File: config.mk
export PLATFORM = sky130hd
export DESIGN_NAME = adc_conversion_timing_control
export DESIGN_NICKNAME = d
export VERILOG_FILES = /design/src/adc_timing_pkg.sv /design/src/clk_div_if.sv /design/src/conv_clock_divider_gen.sv /design/src/adc_conversion_timing_control.sv
export VERILOG_INCLUDE_DIRS = /design/src /design/src/src
export SDC_FILE = /design/constraint.sdc
export NUM_CORES = 1
export LEC_CHECK = 0
export ABC_AREA = 1
export BUFFER_PORTS_ARGS = -buffer_cell sky130_fd_sc_hd__buf_2
export CORE_MARGIN = 2
export CORE_UTILIZATION = 54
export CTS_CLUSTER_SIZE = 8
export DETAILED_ROUTE_END_ITERATION = 16
export GPL_TIMING_DRIVEN = 0
export PLACE_DENSITY = 0.89
export REMOVE_ABC_BUFFERS = 1
export SLEW_MARGIN = 30
export SYNTH_ARGS = -nofsm -noshare
export SYNTH_HDL_FRONTEND = slang
export SYNTH_SLANG_ARGS = --single-unit
File: constraint.sdc
create_clock -name aclk -period 2.9 [get_ports aclk]
set_input_delay 0.435 -clock aclk [delete_from_list [all_inputs] [get_ports aclk]]
set_output_delay 0.435 -clock aclk [all_outputs]
set_load 0.05 [all_outputs]
File: src/adc_timing_defs.svh
`ifndef ADC_TIMING_DEFS_SVH
`define ADC_TIMING_DEFS_SVH
`define TIMING_CTRL_OFFSET  8'h00
`define STATUS_OFFSET       8'h04
`define CLK_SRC_BIT         15
`define SAMPLE_MSB          12
`define SAMPLE_LSB          8
`define DIV_MSB             7
`define DIV_LSB             0
`define TIMING_CTRL_RESET   16'h0000
`define IMPL_MASK           16'h9fff
`define AUTO_TRIG_SRC       3'h7
`define AXI_RESP_OKAY       2'h0
`define AXI_RESP_SLVERR     2'h2
`endif

File: src/adc_timing_pkg.sv
`default_nettype none
package adc_timing_pkg;
  typedef enum logic [2:0]
  {
    phase_idle   = 3'h1,
    phase_sample = 3'h2,
    phase_done   = 3'h4
  } sample_state_t;
endpackage
`default_nettype wire

File: src/clk_div_if.sv
`default_nettype none
interface clk_div_if;
  logic [7:0] divider;
  logic       tick;
  modport ctrl (output divider, input tick);
  modport gen  (input divider, output tick);
endinterface
`default_nettype wire

File: src/conv_clock_divider_gen.sv
`default_nettype none
module conv_clock_divider_gen
(
  input  wire logic aclk,
  input  wire logic aresetn,
  clk_div_if.gen    div
);
  logic [8:0] count_q;
  // reload at period boundary so a new divider only takes effect there
  always_ff @(posedge aclk)
  begin
    if (!aresetn)
    begin
      count_q  <= 9'h001;
      div.tick <= 1'b0;
    end
    else if (count_q <= 9'h001)
    begin
      count_q  <= {1'b0, div.divider} + 9'h001;
      div.tick <= 1'b1;
    end
    else
    begin
      count_q  <= count_q - 9'h001;
      div.tick <= 1'b0;
    end
  end
endmodule
`default_nettype wire

File: src/adc_conversion_timing_control.sv
`default_nettype none
`include "adc_timing_defs.svh"
module adc_conversion_timing_control
(
  input  wire logic        aclk,
  input  wire logic        aresetn,
  input  wire logic [31:0] s_axi_awaddr,
  input  wire logic        s_axi_awvalid,
  output var  logic        s_axi_awready,
  input  wire logic [31:0] s_axi_wdata,
  input  wire logic [3:0]  s_axi_wstrb,
  input  wire logic        s_axi_wvalid,
  output var  logic        s_axi_wready,
  output var  logic [1:0]  s_axi_bresp,
  output var  logic        s_axi_bvalid,
  input  wire logic        s_axi_bready,
  input  wire logic [31:0] s_axi_araddr,
  input  wire logic        s_axi_arvalid,
  output var  logic        s_axi_arready,
  output var  logic [31:0] s_axi_rdata,
  output var  logic [1:0]  s_axi_rresp,
  output var  logic        s_axi_rvalid,
  input  wire logic        s_axi_rready,
  input  wire logic        rc_clock_tick,
  input  wire logic [2:0]  conversion_trigger_source,
  input  wire logic        trigger_source_group,
  input  wire logic        sample_start,
  output var  logic        conv_clock_tick,
  output var  logic        auto_sample_active,
  output var  logic        auto_sample_done
);
  // ***************************************************
  // register and bus
  // ***************************************************
  logic [15:0] ctrl_q;
  logic [31:0] awaddr_q;
  logic [31:0] wdata_q;
  logic [3:0]  wstrb_q;
  logic        aw_have_q;
  logic        w_have_q;
  logic [1:0]  rc_sync_q;
  logic        rc_prev_q;
  logic        rc_edge;
  logic        sys_tick;
  logic        period_tick;
  logic        auto_mode;
  logic [4:0]  sample_cnt_q;
  adc_timing_pkg::sample_state_t state_q;
  clk_div_if div_bus ();

  function automatic logic [15:0] merge_bytes(input logic [15:0] old,
                                              input logic [31:0] data,
                                              input logic [3:0]  strb);
    logic [15:0] r;
    r = old;
    if (strb[0])
      r[7:0] = data[7:0];
    if (strb[1])
      r[15:8] = data[15:8];
    return r & `IMPL_MASK;
  endfunction

  // word-aligned register hit, byte lanes [1:0] ignored
  function automatic logic reg_hit(input logic [31:0] addr,
                                   input logic [7:0]  offset);
    return addr[31:8] == 24'h000000 && addr[7:2] == offset[7:2];
  endfunction

  always_ff @(posedge aclk)
  begin
    if (!aresetn)
    begin
      aw_have_q     <= 1'b0;
      w_have_q      <= 1'b0;
      awaddr_q      <= 32'h0000_0000;
      wdata_q       <= 32'h0000_0000;
      wstrb_q       <= 4'h0;
      s_axi_awready <= 1'b0;
      s_axi_wready  <= 1'b0;
      s_axi_bvalid  <= 1'b0;
      s_axi_bresp   <= `AXI_RESP_OKAY;
      ctrl_q        <= `TIMING_CTRL_RESET;
    end
    else
    begin
      s_axi_awready <= !aw_have_q && !s_axi_awready && !s_axi_bvalid;
      s_axi_wready  <= !w_have_q && !s_axi_wready && !s_axi_bvalid;
      if (s_axi_awvalid && s_axi_awready)
      begin
        aw_have_q <= 1'b1;
        awaddr_q  <= s_axi_awaddr;
      end
      if (s_axi_wvalid && s_axi_wready)
      begin
        w_have_q <= 1'b1;
        wdata_q  <= s_axi_wdata;
        wstrb_q  <= s_axi_wstrb;
      end
      if (aw_have_q && w_have_q && !s_axi_bvalid)
      begin
        aw_have_q    <= 1'b0;
        w_have_q     <= 1'b0;
        s_axi_bvalid <= 1'b1;
        if (reg_hit(awaddr_q, `TIMING_CTRL_OFFSET))
        begin
          ctrl_q      <= merge_bytes(ctrl_q, wdata_q, wstrb_q);
          s_axi_bresp <= `AXI_RESP_OKAY;
        end
        else if (reg_hit(awaddr_q, `STATUS_OFFSET))
          s_axi_bresp <= `AXI_RESP_OKAY;
        else
          s_axi_bresp <= `AXI_RESP_SLVERR;
      end
      else if (s_axi_bvalid && s_axi_bready)
        s_axi_bvalid <= 1'b0;
    end
  end

  // read answer one cycle after arvalid is seen with arready
  always_ff @(posedge aclk)
  begin
    if (!aresetn)
    begin
      s_axi_arready <= 1'b0;
      s_axi_rvalid  <= 1'b0;
      s_axi_rdata   <= 32'h0000_0000;
      s_axi_rresp   <= `AXI_RESP_OKAY;
    end
    else
    begin
      s_axi_arready <= !s_axi_arready && !s_axi_rvalid;
      if (s_axi_arvalid && s_axi_arready)
      begin
        s_axi_rvalid <= 1'b1;
        if (reg_hit(s_axi_araddr, `TIMING_CTRL_OFFSET))
        begin
          s_axi_rdata <= {16'h0000, ctrl_q & `IMPL_MASK};
          s_axi_rresp <= `AXI_RESP_OKAY;
        end
        else if (reg_hit(s_axi_araddr, `STATUS_OFFSET))
        begin
          s_axi_rdata <= {24'h000000, auto_mode, state_q, sample_cnt_q[3:0]};
          s_axi_rresp <= `AXI_RESP_OKAY;
        end
        else
        begin
          s_axi_rdata <= 32'h0000_0000;
          s_axi_rresp <= `AXI_RESP_SLVERR;
        end
      end
      else if (s_axi_rvalid && s_axi_rready)
        s_axi_rvalid <= 1'b0;
    end
  end

  // ***************************************************
  // conversion clock
  // ***************************************************
  assign div_bus.divider = ctrl_q[`DIV_MSB:`DIV_LSB];
  assign sys_tick        = div_bus.tick;

  conv_clock_divider_gen u_div
  (
    .aclk    (aclk),
    .aresetn (aresetn),
    .div     (div_bus.gen)
  );

  // rc clock arrives from another domain: two flops, then edge detect
  always_ff @(posedge aclk)
  begin
    if (!aresetn)
    begin
      rc_sync_q <= 2'h0;
      rc_prev_q <= 1'b0;
    end
    else
    begin
      rc_sync_q <= {rc_sync_q[0], rc_clock_tick};
      rc_prev_q <= rc_sync_q[1];
    end
  end
  assign rc_edge = rc_sync_q[1] && !rc_prev_q;

  // divider output is simply unused under rc selection
  assign period_tick = ctrl_q[`CLK_SRC_BIT] ? rc_edge : sys_tick;

  always_ff @(posedge aclk)
  begin
    if (!aresetn)
      conv_clock_tick <= 1'b0;
    else
      conv_clock_tick <= period_tick;
  end

  // ***************************************************
  // auto sample timing
  // ***************************************************
  assign auto_mode = conversion_trigger_source == `AUTO_TRIG_SRC && !trigger_source_group;

  always_ff @(posedge aclk)
  begin
    if (!aresetn)
    begin
      state_q            <= adc_timing_pkg::phase_idle;
      sample_cnt_q       <= 5'h00;
      auto_sample_active <= 1'b0;
      auto_sample_done   <= 1'b0;
    end
    else
    begin
      auto_sample_done <= 1'b0;
      case (state_q)
        adc_timing_pkg::phase_idle:
        begin
          if (sample_start && auto_mode)
          begin
            sample_cnt_q       <= ctrl_q[`SAMPLE_MSB:`SAMPLE_LSB];
            state_q            <= adc_timing_pkg::phase_sample;
            auto_sample_active <= 1'b1;
          end
        end
        adc_timing_pkg::phase_sample:
        begin
          if (sample_cnt_q == 5'h00)
          begin
            state_q            <= adc_timing_pkg::phase_done;
            auto_sample_active <= 1'b0;
            auto_sample_done   <= 1'b1;
          end
          else if (period_tick)
            sample_cnt_q <= sample_cnt_q - 5'h01;
        end
        adc_timing_pkg::phase_done:
          state_q <= adc_timing_pkg::phase_idle;
        default:
          state_q <= adc_timing_pkg::phase_idle;
      endcase
    end
  end
endmodule
`default_nettype wire

# After elaboration in Yosys (flattened, before gate mapping)
# Cells that the tools add are included.
[totals] regBits=131 out_inout_bits=44 wordCells=105
[op_classes] addsub=3 n_lt_le_gt_ge=1 eq_ne=9 n_mux=24 n_bitwise=1 reduce_logical=43
[ops] op="24-bit zero test" n=2
[ops] op="1-bit logical AND" n=19
[ops] op="16-bit 2-to-1 mux" n=1
[ops] op="5-bit 2-to-1 mux" n=3
[ops] op="6-bit by 1-bit equality test with 1-bit output (second input constant)" n=2
[ops] op="6-bit zero test" n=2
[ops] op="5-bit one-hot mux with 2 select lines" n=1
[ops] op="8-bit by 1-bit adder with 9-bit output (second input constant)" n=1
[ops] op="9-bit by 1-bit <= comparator with 1-bit output (second input constant)" n=1
[ops] op="1-bit zero test" n=9
[ops] op="1-bit 2-to-1 mux" n=9
[ops] op="9-bit 2-to-1 mux" n=1
[ops] op="3-bit AND reduction" n=3
[ops] op="9-bit by 1-bit subtractor with 9-bit output (second input constant)" n=1
[ops] op="2-bit 2-to-1 mux" n=4
[ops] op="8-bit 2-to-1 mux" n=1
[ops] op="2-bit inequality test (second input constant)" n=4
[ops] op="3-bit 2-to-1 mux" n=2
[ops] op="3-bit one-hot mux with 2 select lines" n=1
[ops] op="2-bit nonzero test" n=3
[ops] op="5-bit zero test" n=1
[ops] op="5-bit by 1-bit subtractor with 5-bit output (second input constant)" n=1
[ops] op="2-bit AND reduction" n=2
[ops] op="4-bit AND reduction" n=1
[ops] op="6 further kinds" n=6

# Longest topological paths before layout
[depth] ltp_word=6 mapped_depth=10 mapped_depth_nobuf=10

# Cells and area by module
# Synthesis repeated with hierarchy kept, for this count alone.
[unflattened] cells_unflattened=706 hier_area_um2=4973.5
[modules_own_cells] mod="adc_conversion_timing_control" instances=1 cells_per_inst=586 area_per_inst_um2=4199.0 seq_area_each_um2=1941.9
[modules_own_cells] mod="conv_clock_divider_gen" instances=1 cells_per_inst=120 area_per_inst_um2=774.5 seq_area_each_um2=200.2

# Worst setup path after synthesis
# Ideal clock, no wire load.
[synth_path] path_type="reg-to-reg" from="register s_axi_arready" to="register s_axi_rdata[11]" t_arrival_ps=1551 required_ps=2830 path_slack_ps=1279 stages_incl_launch_ff=6 period_less_slack_ps=1621 path_cell_list="dfxtp_1 nand2_1 inv_2 clkbuf_1 nand4_1 a21oi_1"
[synth_via] elab_chain_len=1
[synth_rtl] element="start: declaration" line="adc_conversion_timing_control.sv:19" text="output var logic s_axi_arready,"
[synth_rtl] element="start signal: assignment" line="adc_conversion_timing_control.sv:131" text="s_axi_arready <= !s_axi_arready && !s_axi_rvalid;"
[synth_rtl] element="1-bit logical AND" line="adc_conversion_timing_control.sv:132" text="if (s_axi_arvalid && s_axi_arready)"
[synth_rtl] element="end signal: assignment" line="adc_conversion_timing_control.sv:137" text="s_axi_rdata <= {16'h0000, ctrl_q & `IMPL_MASK};"
[synth_rtl] element="end signal: assignment" line="adc_conversion_timing_control.sv:142" text="s_axi_rdata <= {24'h000000, auto_mode, state_q, sample_cnt_q[3:0]};"
[synth_rtl] element="end: declaration" line="adc_conversion_timing_control.sv:20" text="output var logic [31:0] s_axi_rdata,"
# Every way passes these cells.
# A chain may end at the register's enable or synchronous reset.

# Worst setup path after layout
[layout_path] from="register s_axi_awready" to="register awaddr_q[8]"
[layout_via] elab_chain_len=1
[layout_rtl] element="start: declaration" line="adc_conversion_timing_control.sv:9" text="output var logic s_axi_awready,"
[layout_rtl] element="start signal: assignment" line="adc_conversion_timing_control.sv:86" text="s_axi_awready <= !aw_have_q && !s_axi_awready && !s_axi_bvalid;"
[layout_rtl] element="1-bit logical AND" line="adc_conversion_timing_control.sv:88" text="if (s_axi_awvalid && s_axi_awready)"
[layout_rtl] element="end signal: assignment" line="adc_conversion_timing_control.sv:91" text="awaddr_q <= s_axi_awaddr;"
[layout_rtl] element="end: declaration" line="adc_conversion_timing_control.sv:36" text="logic [31:0] awaddr_q;"
# Every way passes these cells.

==> reports/results.tsv <==
metric	value	unit
CP cell instances	nand2_1 > inv_1 > nor2_1 > nor2_1	
final hold violation count	0	
Gate Count Post-Synth	656	
Final Wtd Congestion	0.899	
Net Switching	0.00115	W
number of global-route vias before repair	4078	
max-cap violation count	0	
Initial Utilization	56.5	%
Worst setup SP type	flop	
CP max stage cell	nand2_1	
post-route clock period utilization	69.8	%
Nets	868	
largest net degree at the start of global routing	81	
sequential power share	49.7	%
Mean Syn Cell Area	7.15	um2
Via Count	4314	
clk slew on worst S/H paths	0.10	ns
Total Wirelength	9.68	mm
Core Area	8300	um2
CP peak stage delay	0.62	ns
P per Cell Area	629	nW/um2
Die H	97.2	um
Peak VDD IR	0.317	mV
Vias/cell	5.01	
crit path max fanout	33	
Leak Pwr	2.54	nW
n_diodes	0	
total CTS buffers	9	
Max Transition Viols Final	0	
post-synthesis sequential area ratio	45.7	%
iteration count of the initial detailed-routing pass	4	
# port buffers	112	
post-DP HPWL	7.08	mm
ratio of cells with drive above 1 in the final layout	19.8	%
WL/cell	11.2	um
HP Start	rc_clock_tick	
RR Startpoint	s_axi_awready	
commonest non-fill, non-tap cell in the layout	nor2_1	
yosys warns	0	
Switching Share	34.0	%
# resized after CTS	0	
status	finished, final reports clean	
CTS tree	done	
wl on met1	4.17	mm
H-tree depth	3	
clock insertion delay at the later pin of the skew report	0.37	ns
met2 wire length	4.58	mm
most frequent cells in the layout	nor2_1 (186), buf_2 (111), dfxtp_1 (107)	
Distinct cells, synth	33	
drt first-iter violations	185	
clock root cell	clkbuf_8	
Crit. End Element	flop	
Max Clock Freq	494	MHz
most used cell, CP	nor2_1	
clock share of power	25.3	%
RSZ-0062 raised after global routing	no	
mapped cell area	4690	um2
I/O Pins	157	
hold buffer count at cts	0	
critical path arrival	2.28	ns
Worst Path Buf+Inv	1	
cell-internal power	0.00222	W
Syn-to-layout area delta	14.4	%
wire length of the first global-routing pass	16.8	mm
setup TNS	0	ns
Final Setup Violations	0	
total gr overflow	0	
initial antenna violation count	0	
Slew @ Worst Pin	0.853	ns
clock skew	0.00910	ns
hold crit path type	primary input to flop	
met3 wire length	793	um
CTS Buffer Depth	2	
post-route ant nets	0	
crit path kind	flop to flop	
DIE WIDTH	97.2	um
#FFs+latches synth	107	
# rows	33	
Critical Path RT	3.16	ns
CP Launch Point	s_axi_awready	
Final Critical Period	2.02	ns
delay-heaviest family, CP	simple AND/OR/NAND/NOR gates	
DRC	0	
Post-CTS Setup Inserts	0	
total track usage	21.1	%
combinational share of power	25.0	%
Max Used Layer	met4	
Hold Slack	0.237	ns
CTS sink count	107	
DIE AREA	9440	um2
slew margin rel.	43.0	%
[cell usage after synthesis, drive strengths merged]
| library cell | n | area, um2 |
|---|---|---|
| inv | 59 | 221 |
| o31ai | 1 | 7.51 |
| a31oi | 1 | 6.26 |
| nand4 | 10 | 62.6 |
| a21oi | 21 | 105 |
| nor2 | 193 | 762 |
| xnor2 | 3 | 26.3 |
| xor2 | 7 | 61.3 |
| o211ai | 2 | 15.0 |
| buf | 32 | 223 |
| and3 | 1 | 6.26 |
| clkbuf | 15 | 56.3 |
| nor3 | 5 | 41.3 |
| o21ai | 66 | 330 |
| nand3 | 38 | 208 |
| nor4 | 3 | 18.8 |
| conb | 1 | 3.75 |
| a41oi | 1 | 8.76 |
| o22ai | 2 | 12.5 |
| nand2 | 84 | 320 |
| ha | 4 | 50.1 |
| dfxtp | 107 | 2140 |
[layer usage]
metal / global-route usage (%) / up-vias
met5: 0 / -
met4: 8.13 / 0
met3: 5.54 / 12
met2: 37.1 / 166
met1: 24.5 / 1919
li1: - / 2217
[stage by stage]
step                power, W  instance area [um2]  std cells  util, %  setup WS, ns
detailed placement   0.00255                 5170        845     62.4         0.661
global route         0.00356                 5360        861     64.6         0.576
global placement     0.00250                 5170        845     62.3         0.746
finish               0.00337                 5360        861     64.6         0.877
CTS                  0.00339                 5360        861     64.6         0.892
floorplan            0.00233                 4480        628        -         0.967
[cells by family (layout without fill, tap and decap cells)]
| kind of cell | Yosys count | count (layout) | share of synthesized area, % |
|---|---|---|---|
| flops | 107 | 107 | 45.7 |
| compound gates | 94 | 94 | 10.4 |
| simple gates | 334 | 334 | 30.3 |
| fa+ha+maj | 4 | 4 | 1.07 |
| other cells | 1 | 20 | 0.0800 |
| buf+inv | 106 | 187 | 10.7 |
| xor+xnor | 10 | 10 | 1.87 |
[area by class of cell]
type                       instances  area (um2)
clock inverter                     6        48.8
clock buffer                      10         138
timing repair buffer             112         563
inverter                          59         221
sequential                       107        2140
tap                              105         131
fill                             725        2940
multi-input combinational        462        2120
[worst paths after layout]
path,cells past startpoint,slack [ns],to
max,4,0.88,awaddr_q[8]
min,3,0.24,rc_sync_q[0]
max reg2reg,4,0.88,awaddr_q[8]
min reg2reg,2,0.42,rc_sync_q[1]
[worst register-to-register path, stage by stage (launching register included)]
cell and delay, ns:
dfxtp_1 0.33, nand2_1 0.62, inv_1 0.63, nor2_1 0.25
nor2_1 0.08
[registers in the layout (all words and copies together) (netlist names), 3 cells and up]
register       flops
wdata_q           14
u_div.count_q      9
sample_cnt_q       5
ctrl_q            14
awaddr_q          30
state_q            3
s_axi_rdata       14
[power by group through the flow]
| stage | Sequential (W) | Clock (W) | Combinational [W] |
|---|---|---|---|
| 2_1_floorplan | 0.00175 | 0 | 0.000578 |
| 3_3_place_gp | 0.00170 | 0 | 0.000799 |
| 3_5_place_dp | 0.00171 | 0 | 0.000838 |
| 4_1_cts | 0.00168 | 0.000873 | 0.000842 |
| 5_1_grt | 0.00169 | 0.000930 | 0.000942 |
| 6_report | 0.00168 | 0.000854 | 0.000842 |
Power figures use the tool's default switching activity.
